File: config.mk
export PLATFORM = sky130hd
export DESIGN_NAME = lsr_regs
export DESIGN_NICKNAME = d
export VERILOG_FILES = /design/src/lsr_pkg.sv /design/src/lsr_result_store.sv /design/src/lsr_regs.sv
export SDC_FILE = /design/constraint.sdc
export NUM_CORES = 1
export LEC_CHECK = 0
export ABC_CLOCK_PERIOD_IN_PS = 1200
export BUFFER_PORTS_ARGS = -buffer_cell sky130_fd_sc_hd__buf_2
export CAP_MARGIN = 20
export CORE_MARGIN = 4
export CORE_UTILIZATION = 39
export CTS_BUF_LIST = sky130_fd_sc_hd__clkbuf_16
export DETAILED_ROUTE_END_ITERATION = 8
export SLEW_MARGIN = 10
export SYNTH_ARGS = -nofsm -noshare
export SYNTH_HDL_FRONTEND = slang
export SYNTH_SLANG_ARGS = --single-unit
File: constraint.sdc
create_clock -name CLK -period 1.2 [get_ports CLK]
set_input_delay 0.24 -clock CLK [delete_from_list [all_inputs] [get_ports CLK]]
set_output_delay 0.24 -clock CLK [all_outputs]
set_load 0.05 [all_outputs]
File: src/lsr_pkg.sv
/*
 Package for the light sensor readout register bank: offsets, field
 positions, reset values and gain encodings.
 Assumes an 8-bit register port driven by a serial-bus front end on CLK.
*/
package lsr_pkg;
   // Register offsets
   localparam logic [7:0] OFS_GAIN_SELECT = 8'h0F;
   localparam logic [7:0] OFS_PART_ID = 8'h12;
   localparam logic [7:0] OFS_STATUS = 8'h13;
   localparam logic [7:0] OFS_BB_LOW = 8'h14;
   localparam logic [7:0] OFS_BB_HIGH = 8'h15;
   localparam logic [7:0] OFS_IR_LOW = 8'h16;
   localparam logic [7:0] OFS_IR_HIGH = 8'h17;
   // Field positions
   localparam int GAIN_LSB = 0;
   localparam int STAT_INT_BIT = 4;
   localparam int STAT_VALID_BIT = 0;
   // Reset values
   localparam logic [7:0] RST_GAIN_SELECT = 8'h00;
   localparam logic [7:0] RST_BYTE = 8'h00;
   localparam logic [15:0] RST_RESULT = 16'h0000;
   // Part identification, value arbitrary
   localparam logic [7:0] PART_ID_VALUE = 8'hA5;
   // Gain codes
   typedef enum logic [1:0] {
      LSR_GAIN_X1, LSR_GAIN_X8, LSR_GAIN_X16, LSR_GAIN_X120
   } lsr_gain_e;
endpackage

File: src/lsr_result_store.sv
/*
 Holds the latest 16-bit results of both channels, refreshed when an
 integration cycle ends. Read data comes out of a register.
 Assumes the integration engine pulses the done strobe for one cycle.
*/
module lsr_result_store (
   // Clock and reset
   input wire logic clk,
   input wire logic rst,
   // New results
   input wire logic done,
   input wire logic [15:0] bb_in,
   input wire logic [15:0] ir_in,
   // Read side
   input wire logic sel_ir,
   output logic [15:0] rd_word
);
   import lsr_pkg::*;
   logic [15:0] bb_ff;
   logic [15:0] ir_ff;
   // Store both channels on completion
   always_ff @(posedge clk) begin
      if (rst) begin
         bb_ff <= RST_RESULT;
         ir_ff <= RST_RESULT;
      end else if (done) begin
         bb_ff <= bb_in;
         ir_ff <= ir_in;
      end
   end
   // Registered read port; tracks the stored value one cycle later
   always_ff @(posedge clk) begin
      if (rst) begin
         rd_word <= RST_RESULT;
      end else begin
         rd_word <= sel_ir ? ir_ff : bb_ff;
      end
   end
endmodule

File: src/lsr_regs.sv
/*
 Light sensor readout register bank: gain select, part identification,
 status and the four channel result bytes with per-channel shadowing.
 Register map, one byte each:
   0x0F gain_select, read/write, bits 1:0 pick the analogue gain
   0x12 part_identification, read only, fixed value
   0x13 sensor_status, read only, bit 4 interrupt, bit 0 valid
   0x14 broadband_result_low, 0x15 broadband_result_high
   0x16 infrared_result_low, 0x17 infrared_result_high
   Any other address reads zero and ignores writes.
 Reads answer two cycles after the strobe with a one-cycle valid pulse;
 read data then holds until the next answer. Writes give no answer.
 A low-byte read copies that channel's high byte into its own shadow.
 The gain code output follows a write two cycles after its strobe.
 Results and shadows reset to zero.
 Assumes a bus front end on CLK giving one-cycle read and write strobes
 with an 8-bit address, never both in one cycle; the integration engine
 is on the same clock and pulses its done strobe with both results valid.
 Assumes the front end spaces a high-byte read at least two cycles after
 the low-byte read of the same channel, as a serial bus always does.
*/
// Functional notes
// - The two-bit gain field in gain_select bits 1:0 drives the analogue gain code 1x/8x/16x/120x.
// - part_identification returns a fixed value and ignores writes.
// - sensor_status is read only and reads zero in bits 7:5 and 3:1.
// - Status bit 4 follows the light interrupt being asserted.
// - Status bit 0 sets once both channels finish an integration after enable.
// - Results appear as four bytes at 0x14..0x17, broadband low/high then infrared low/high.
// - A low-byte read captures that channel's upper byte into a shadow read by the high byte.
// - The high-byte read returns the shadow even if new integrations complete meanwhile.
module lsr_regs (
   // Clock and reset
   input wire logic CLK,
   input wire logic SYS_RST,
   // Register port
   input wire logic [7:0] REG_ADDR,
   input wire logic REG_WR,
   input wire logic [7:0] REG_WDATA,
   input wire logic REG_RD,
   output logic [7:0] REG_RDATA,
   output logic REG_RVALID,
   // Integration engine
   input wire logic LIGHT_SENSING_ENABLE,
   input wire logic INTEG_DONE,
   input wire logic [15:0] BROADBAND_RESULT,
   input wire logic [15:0] INFRARED_RESULT,
   input wire logic LIGHT_INTERRUPT,
   // Analogue gain
   output lsr_pkg::lsr_gain_e LIGHT_GAIN_CODE
);
   import lsr_pkg::*;

   // Address match shared by hit_gain, hit_bb_low and hit_ir_low
   function automatic logic addr_is(input logic [7:0] addr, input logic [7:0] ofs);
      return addr == ofs;
   endfunction

   // Status byte; everything but the two flags reads zero
   function automatic logic [7:0] status_of(input logic intr, input logic vld);
      logic [7:0] s;
      s = RST_BYTE;
      s[STAT_INT_BIT] = intr;
      s[STAT_VALID_BIT] = vld;
      return s;
   endfunction

   // Byte for every address that is not a low result byte
   function automatic logic [7:0] pick_byte(
      input logic [7:0] addr,
      input logic [7:0] gain,
      input logic [7:0] stat,
      input logic [7:0] sh_bb,
      input logic [7:0] sh_ir
   );
      logic [7:0] b;
      case (addr)
         OFS_GAIN_SELECT: b = gain;
         OFS_PART_ID: b = PART_ID_VALUE;
         OFS_STATUS: b = stat;
         OFS_BB_HIGH: b = sh_bb;
         OFS_IR_HIGH: b = sh_ir;
         default: b = RST_BYTE;
      endcase
      return b;
   endfunction

   // Register state
   logic [7:0] gain_ff;
   logic valid_ff;
   logic int_ff;
   logic [7:0] shadow_bb_ff;
   logic [7:0] shadow_ir_ff;
   logic rd_pend_ff;
   logic cap_bb_ff;
   logic cap_ir_ff;
   logic [7:0] early_rdata_ff;
   // Combinational read select and the store's registered read word
   logic [7:0] nxt_rdata;
   logic [15:0] live_word;

   // Address decode, named wires for the gain and the two low result bytes only
   wire hit_gain = addr_is(REG_ADDR, OFS_GAIN_SELECT);
   wire hit_bb_low = addr_is(REG_ADDR, OFS_BB_LOW);
   wire hit_ir_low = addr_is(REG_ADDR, OFS_IR_LOW);
   wire wr_gain = REG_WR && hit_gain;
   wire rd_bb_low = REG_RD && hit_bb_low;
   wire rd_ir_low = REG_RD && hit_ir_low;
   wire sel_ir = hit_ir_low; // Infrared word only for its low byte

   // Status byte and every byte but the low result bytes, chosen by address
   wire [7:0] status_byte = status_of(int_ff, valid_ff);
   wire [7:0] early_byte = pick_byte(REG_ADDR, gain_ff, status_byte,
      shadow_bb_ff, shadow_ir_ff);
   wire [1:0] gain_field = gain_ff[GAIN_LSB +: 2];

   // Stored channel results
   lsr_result_store u_store (
      .clk(CLK),
      .rst(SYS_RST),
      .done(INTEG_DONE),
      .bb_in(BROADBAND_RESULT),
      .ir_in(INFRARED_RESULT),
      .sel_ir(sel_ir),
      .rd_word(live_word)
   );

   // Gain register; only the gain address is writable
   always_ff @(posedge CLK) begin
      if (SYS_RST) begin
         gain_ff <= RST_GAIN_SELECT;
      end else if (wr_gain) begin
         gain_ff <= REG_WDATA; // Upper bits kept as written
      end
   end

   // Gain drive to the analogue block
   always_ff @(posedge CLK) begin
      if (SYS_RST) begin
         LIGHT_GAIN_CODE <= LSR_GAIN_X1;
      end else begin
         LIGHT_GAIN_CODE <= lsr_gain_e'(gain_field);
      end
   end

   // Interrupt flag, one cycle behind the engine's level
   always_ff @(posedge CLK) begin
      if (SYS_RST) begin
         int_ff <= 1'b0;
      end else begin
         int_ff <= LIGHT_INTERRUPT;
      end
   end

   // Valid flag; dropping the enable wins over a completion
   always_ff @(posedge CLK) begin
      if (SYS_RST) begin
         valid_ff <= 1'b0;
      end else if (!LIGHT_SENSING_ENABLE) begin
         valid_ff <= 1'b0;
      end else if (INTEG_DONE) begin
         valid_ff <= 1'b1;
      end
   end

   // Read pipeline: result store answers one cycle after the strobe
   always_ff @(posedge CLK) begin
      if (SYS_RST) begin
         rd_pend_ff <= 1'b0;
         cap_bb_ff <= 1'b0;
         cap_ir_ff <= 1'b0;
         early_rdata_ff <= RST_BYTE;
      end else begin
         rd_pend_ff <= REG_RD;
         cap_bb_ff <= rd_bb_low;
         cap_ir_ff <= rd_ir_low;
         early_rdata_ff <= early_byte;
      end
   end

   // Shadow capture on low-byte reads, one per channel
   wire cap_bb = cap_bb_ff;
   wire cap_ir = cap_ir_ff;
   wire [7:0] live_low = live_word[7:0];
   wire [7:0] live_high = live_word[15:8];
   always_ff @(posedge CLK) begin
      if (SYS_RST) begin
         shadow_bb_ff <= RST_BYTE;
         shadow_ir_ff <= RST_BYTE;
      end else begin
         if (cap_bb) begin
            shadow_bb_ff <= live_high;
         end
         if (cap_ir) begin
            shadow_ir_ff <= live_high;
         end
      end
   end

   // Read data select; high bytes come from shadows only
   assign nxt_rdata = (cap_bb || cap_ir) ? live_low : early_rdata_ff;

   // Answer data, held until the next read completes
   always_ff @(posedge CLK) begin
      if (SYS_RST) begin
         REG_RDATA <= RST_BYTE;
      end else if (rd_pend_ff) begin
         REG_RDATA <= nxt_rdata;
      end
   end

   // Answer strobe, one cycle per read
   always_ff @(posedge CLK) begin
      if (SYS_RST) begin
         REG_RVALID <= 1'b0;
      end else begin
         REG_RVALID <= rd_pend_ff;
      end
   end
endmodule

# --- Word-level counts from Yosys, hierarchy flattened ---
# Cells that the tools add are included.
op_classes:
  n_eq_ne: 7
  muxes: 3
  bitwise_logic: 1
  reduce_logical: 5
ops:
  columns: ["operator", "count"]
  rows:
  - ["8-bit by 5-bit equality test with 1-bit output, second input constant", 6]
  - ["8-bit one-hot mux with 5 select lines", 1]
  - ["16-bit 2-to-1 mux", 1]
  - ["8-bit by 4-bit equality test with 1-bit output, second input constant", 1]
  - ["8-bit 2-to-1 mux", 1]
  - ["1-bit logical AND", 3]
  - ["2-bit OR reduction", 1]
  - ["1-bit logical OR", 1]
  - ["1-bit NOT", 1]
word_totals:
  reg_bits: 96
  input_bits: 55
  out_inout_bits: 11
  wordCells: 31

# --- Depth between registers and ports, before layout ---
# Gate-level depths: netlist of run 1.
logic_depth:
  depth_word: 2
  ltp_mapped: 7
  ltp_nobuf: 4

# --- Modules after synthesis ---
# From an unflattened synthesis of run 1, not the netlist that was laid out.
unflattened:
  cells_unflattened: 362
  hier_area_um2: 3706.1
by_module_without_submodules:
  columns: ["module", "n_inst", "cells_each", "area_each_um2", "seq_area_each_um2"]
  rows:
  - ["lsr_regs", 1, 207, 1959.4, 960.9]
  - ["lsr_result_store", 1, 155, 1746.7, 960.9]

# --- Least setup slack after synthesis of run 1 ---
# No wires, ideal clock.
synth_timing:
  kind: "input-to-reg"
  start: "in REG_ADDR[1]"
  end: "reg gain_ff[0]"
  setup_ns: 0.071
  arrival_ns: 1.098
  required_ns: 1.129
  path_slack_ns: 0.031
  cell_stages: 6
  n_path_buf: 2
  cell_sequence: "buf_6 > nor4b_4 > and2_4 > buf_6 > nand3_1 > a21oi_1"
synth_via:
  elab_chain_cells: 2
synth_rtl:
  columns: ["element", "line_no", "source"]
  rows:
  - ["start, declared", "lsr_regs.sv:36", "input wire logic [7:0] REG_ADDR,"]
  - ["8-bit by 4-bit equality test with 1-bit output", "lsr_regs.sv:55", "return addr == ofs;"]
  - ["1-bit logical AND", "lsr_regs.sv:105", "wire wr_gain = REG_WR && hit_gain;"]
  - ["end signal, assigned", "lsr_regs.sv:130", "gain_ff <= RST_GAIN_SELECT;"]
  - ["end signal, assigned", "lsr_regs.sv:132", "gain_ff <= REG_WDATA;"]
  - ["end, declared", "lsr_regs.sv:88", "logic [7:0] gain_ff;"]
# No other way between the ends.
# A chain may end at the register's enable or synchronous reset.

# --- Worst setup path after layout of run 1 ---
layout_timing:
  start: "reg REG_RDATA[5]"
  end: "out REG_RDATA[5]"
layout_rtl:
  columns: ["element", "line_no", "source"]
  rows:
  - ["start, declared", "lsr_regs.sv:40", "output logic [7:0] REG_RDATA,"]
  - ["start signal, assigned", "lsr_regs.sv:207", "REG_RDATA <= nxt_rdata;"]
# No word-level cell between the ends.

==> results.cfg, run 1 <==
[flow_run]
drv_cap = 0

[synthesis]
synth_edf_count = 0
yosysUniqueCellTypes = 37
synth_flop_cell = dfxtp_1
synth_top_area_cell = dfxtp_1
ys_seq_elements = 96
syn_area_per_cell_sq_um = 9.46
synth_fp_nets = 445
synth_cells = 390
syn_area_sq_um = 3690
ys_warn_count = 0
synth_top_area_share_pct = 52.1
async_flop_share_pct = 0
ys_seq_area_share_pct = 52.1
ys_top_cells_by_area = dfxtp_1 52%, mux2i_1 13%, nor2_1 6.6%

[setup_path]
slowest_stage = dfxtp_1
critPathLaunchType = flop
cp.arrival_ns = 0.92
crit_path_end_kind = output port
path_buf_inv = 1
cp_top_family = flip-flops
critical_path.cell_chain = buf_2
cp_max_fo = 2
crit_required_ns = 0.96
crit_type = reg2out
max_stage_delay_ns = 0.33

[sta]
hold_slack_ns = 0.115
slew_headroom_pct = 76.1
setup_viol = 0
rsz0062_at_grt = false
final_hold_viol_count = 0
tightest_slew_ns = 0.356
skew_ns = 0.00820
max_freq_mhz = 859
fin_crit_ns = 1.16
drv_slew = 0
fin_crit_sh_pct = 97.0

[clocking]
post-cts-setup-buffers = 0
tritoncts = built
cts-resized-gates = 1
clockRootBuffer = clkbuf_16
hold_buffers = 0
cts_htree_levels = 3
clk_latency_ns = 0.34
clock_path_buffers = 2
clkSinkCount = 96
clk_pin_slew_worst_paths_ns = 0.06
cts_made_buffers = 9

[floorplanning]
dieHeight_um = 105
io_pins = 66
rows = 35
start_util_pct = 39.9
chipWidth_um = 105
core_area_sq_um = 9240
die_area_sq_um = 11100

[grt]
use_met3_pct = 4.53
grt_max_degree = 37
grt-ovfl-total = 0
grt_pass1_wl_mm = 14.0
met1_usage_pct = 21.3
grt_use_total_pct = 15.6
grt_pass1_vias = 2823
antenna_found_initial = 0
gr-max-usage-layer = met2
globalRouteMet2Util_pct = 24.1

[cells_and_area]
final_nets = 519
fin_area_sq_um = 4570
antenna_cells = 0
drive_gt1_share_pct = 24.5
fin_util_pct = 49.5
syn_to_final_growth_pct = 23.9

[power_and_ir_drop]
power_density_nw_per_um2 = 1460
power_frac_comb_pct = 8.0
ir_drop_mv = 0.875
netSwitchingFraction_pct = 22.9
p_int_uw = 5140
clockPowerShare_pct = 41.8
p_sw_uw = 1530
seqPwrFrac_pct = 50.2
leakage_uw = 0.00185
power_uw = 6670

[route]
drt_wl_total_mm = 8.27
drtIter0Drc = 92
routed-via-count = 2864
postRouteAntennaNets = 0
wl_per_cell_um = 13.8
drt_first_pass_iters = 4
drc = 0
vias_per_cell = 4.79

[outcome]
outcome = finished clean

[placed_design]
place_area_sq_um = 4260
numPortBuffers = 65
gp_congestion = 0.839
dp_hpwl_mm = 6.10

[min_path]
hold_path.class = in2reg
## sequential cells by signal, summed over array words and instances (netlist names), 2 cells and up
signal and count:
u_store.bb_ff 16, u_store.rd_word 16, early_rdata_ff 8, LIGHT_GAIN_CODE 2
shadow_ir_ff 8, REG_RDATA 8, shadow_bb_ff 8, u_store.ir_ff 16
gain_ff 8
## power groups by stage
stage / sequential (uW) / combinational (uW) / clock (uW)
final: 3350 / 535 / 2790
after global routing: 3360 / 593 / 2990
after CTS: 3350 / 536 / 2870
after detailed placement: 3420 / 533 / 0
after global placement: 3420 / 523 / 0
after floorplan: 3460 / 270 / 0
## cells in the mapped netlist (4+ instances only)
master	number
a21oi_1	28
a22oi_1	4
a311oi_1	8
buf_2	8
buf_6	4
clkbuf_1	12
dfxtp_1	96
mux2i_1	49
nand2_1	55
nand3_1	10
nor2_1	65
nor2b_1	7
o21ai_0	8
## stage by stage
stage	TNS, ns	worst slack, ns	instances
finish	0	0.0359	598
global route	0	0.00520	598
CTS	0	0.00170	598
detailed placement	-4.96	-0.234	582
global placement	-4.45	-0.184	582
floorplan	0	0.0307	390
## logic make-up (layout without fill, tap and decap cells)
kind of cell | count (synthesis) | after routing | synth area share (%)
multiplexers | 50 | 50 | 13.6
AO/OA/AOI/OAI | 61 | 61 | 10.8
buffers and inverters | 28 | 107 | 4.24
flip-flops | 96 | 96 | 52.1
AND/OR/NAND/NOR | 155 | 155 | 19.3
## metal layers
metal	part of all wire, %	up-vias
li1	-	1480
met1	48	1307
met2	45	73
met3	6.1	4
met4	0.44	0
met5	0	-
## layout by cell type, fill, tap and decap left out, drive strengths merged, types with 7 or more instances in the layout
cell    Yosys  layout
dfxtp      96      96
buf        15      85
nor2       65      65
nand2      55      55
mux2i      49      49
a21oi      31      31
clkbuf     12      14
nand3      10      10
o21ai       9       9
a311oi      8       8
nor2b       7       7
## worst register-to-register path, delay by kind of cell, from the launching register on
kind | cells | cell delay, ns
AO/OA/AOI/OAI | 1 | 0.27
buffers and inverters | 1 | 0.16
flip-flops | 1 | 0.36
AND/OR/NAND/NOR | 2 | 0.17
## path summary, 6_finish.rpt
path                                  startpoint            endpoint  slack [ns]  depth (start not counted)
worst min-delay path             LIGHT_INTERRUPT              int_ff        0.11                          2
worst max-delay path                REG_RDATA[5]        REG_RDATA[5]        0.04                          1
worst min register to register  u_store.ir_ff[4]  u_store.rd_word[4]        0.45                          2
worst max register to register            cap_ir        REG_RDATA[1]        0.15                          4
## cell type report
cell class                      instances  area (sq um)
Sequential cell                        96          1920
Timing Repair Buffer                   90           578
Clock inverter                          7          67.6
Multi-Input combinational cell        266          1610
Inverter                                1          3.75
Clock buffer                            9           225
Tap cell                              129           161
Fill cell                             897          4670
(Power assumes the default switching activity.)
==> inputs of run 2 (changes only) <==
- CTS_BUF_LIST: sky130_fd_sc_hd__clkbuf_16 -> default
==> run 2 against run 1 <==
First-iteration DRC count decreased by 17%. Sequential cell count stayed put. Via count is 0.42% higher. Clock power shrank 21%. Global-route usage about the same. Largest cell class unchanged. Largest power group unchanged. Combinational power up 1%. Critical path depth is the same. Clock skew up 0.0036 ns.
==> results.cfg, run 2 (synthesis gave the netlist of run 1 again) <==
[sta]
skew_ns = 0.0118
tightest_slew_ns = 0.357
tns_ns = 0
final_hold_viol_count = 0
fin_crit_sh_pct = 97.0
hold_slack_ns = 0.0807
drv_slew = 0
slew_headroom_pct = 76.0
rsz0062_at_grt = false
setup_viol = 0
max_freq_mhz = 859
fin_crit_ns = 1.16

[clocking]
clockRootBuffer = clkbuf_8
hold_buffers = 0
clk_pin_slew_worst_paths_ns = 0.09
clock_path_buffers = 2
clkSinkCount = 96
cts_htree_levels = 3
clk_latency_ns = 0.37
tritoncts = built
post-cts-setup-buffers = 0
cts_made_buffers = 9

[min_path]
hold_start = LIGHT_INTERRUPT
hold_path.class = in2reg
min_to = int_ff
worstHoldPathCells = 2

[floorplanning]
die_area_sq_um = 11100
dieHeight_um = 105
core_area_sq_um = 9240
chipWidth_um = 105
rows = 35
io_pins = 66
start_util_pct = 39.9

[placed_design]
dp_hpwl_mm = 6.10
gp_congestion = 0.839
numPortBuffers = 65

[grt]
antenna_found_initial = 0
grt_use_total_pct = 15.7
grt_pass1_wl_mm = 14.0
grt_pass1_vias = 2814
grt_max_degree = 37
grt-ovfl-total = 0

[route]
postRouteAntennaNets = 0
wl_per_cell_um = 13.9
drc = 0
routed-via-count = 2876
drt_wl_total_mm = 8.29
drtIter0Drc = 76
vias_per_cell = 4.81
drt_first_pass_iters = 4

[power_and_ir_drop]
leakage_uw = 0.00182
power_density_nw_per_um2 = 1350
ir_drop_mv = 0.605
power_uw = 6090

[cells_and_area]
multi_input_area_sq_um = 1610
final_nets = 519
drive_gt1_share_pct = 24.7
layout_commonest_cell = dfxtp_1
layout_common_cells = 96 x dfxtp_1, 65 x nor2_1, 55 x nand2_1, 55 x buf_2, 49 x mux2i_1
final-seq-area_sq_um = 1920
fillers = 902
fin_util_pct = 48.7
top_regs = u_store.bb_ff (16), u_store.ir_ff (16), u_store.rd_word (16)
antenna_cells = 0
syn_to_final_growth_pct = 22.1

[setup_path]
cp.arrival_ns = 0.92
crit_required_ns = 0.96
cp_top_family = flip-flops
reg2reg_setup_slack_ns = 0.11
slowest_stage = dfxtp_1
reg2reg_to = REG_RDATA[1]
cp_max_fo = 1
path_buf_inv = 1
reg2reg_from = cap_ir
max_stage_delay_ns = 0.31
critical_path.cell_chain = buf_2
reg2reg_depth = 4
critPathLaunchType = flop
crit_path_end_kind = output port
crit_type = reg2out

[flow_run]
drv_cap = 0

[outcome]
outcome = finished clean
-- run 2: changes by cell type in the layout (fill, tap and decap cells not counted) --
cell	delta
clkbuf_16	-9
clkbuf_4	-3
dfxtp_1	+1
dfxtp_2	-1
buf_4	+5
clkbuf_8	+11
buf_2	-4
clkinv_1	-2
buf_6	+2
-- run 2: worst max-delay path by stage --
stage	from	to	slack, ns	depth (start not counted)
after floorplan	REG_ADDR[1]	gain_ff[0]	0.03	6
after global placement	REG_ADDR[5]	early_rdata_ff[2]	-0.18	5
after detailed placement	REG_ADDR[5]	early_rdata_ff[7]	-0.23	5
after CTS	LIGHT_GAIN_CODE[0]	LIGHT_GAIN_CODE[0]	0.01	1
after global routing	LIGHT_GAIN_CODE[1]	LIGHT_GAIN_CODE[1]	0.0005	1
final	LIGHT_GAIN_CODE[1]	LIGHT_GAIN_CODE[1]	0.04	1
-- run 2: layout make-up --
cell class,count,share of cell area (%)
Sequential cell,96,42.7
Multi-Input combinational cell,266,35.7
Timing Repair Buffer,90,13.2
Tap cell,129,3.58
Clock buffer,11,3.36
Clock inverter,5,1.33
Inverter,1,0.0833
-- run 2: power by group --
group	internal [uW]	switching, uW	leakage, uW
clock	1090	1110	0.000106
sequential	3290	57.3	0.000784
combinational	246	295	0.000926
-- run 2: routing by layer --
layer  wire length [um]  GRT usage (%)
met1               4050           21.3
met2               3680           23.9
met3                423           4.10
met4                133           5.90
met5                  0              0
-- run 2: through the flow --
step	cell area, sq um	setup WS [ns]	cells
floorplan	3690	0.0307	390
global placement	4260	-0.184	582
detailed placement	4260	-0.234	582
CTS	4490	0.0112	598
global route	4500	0.000495	598
finish	4500	0.0363	598
-- run 2: timing repair --
action / in CTS / in global routing
gates resized for setup: 8 / 4
endpoints found under the setup margin: 8 / 4
endpoints found under the hold margin: 0 / 0
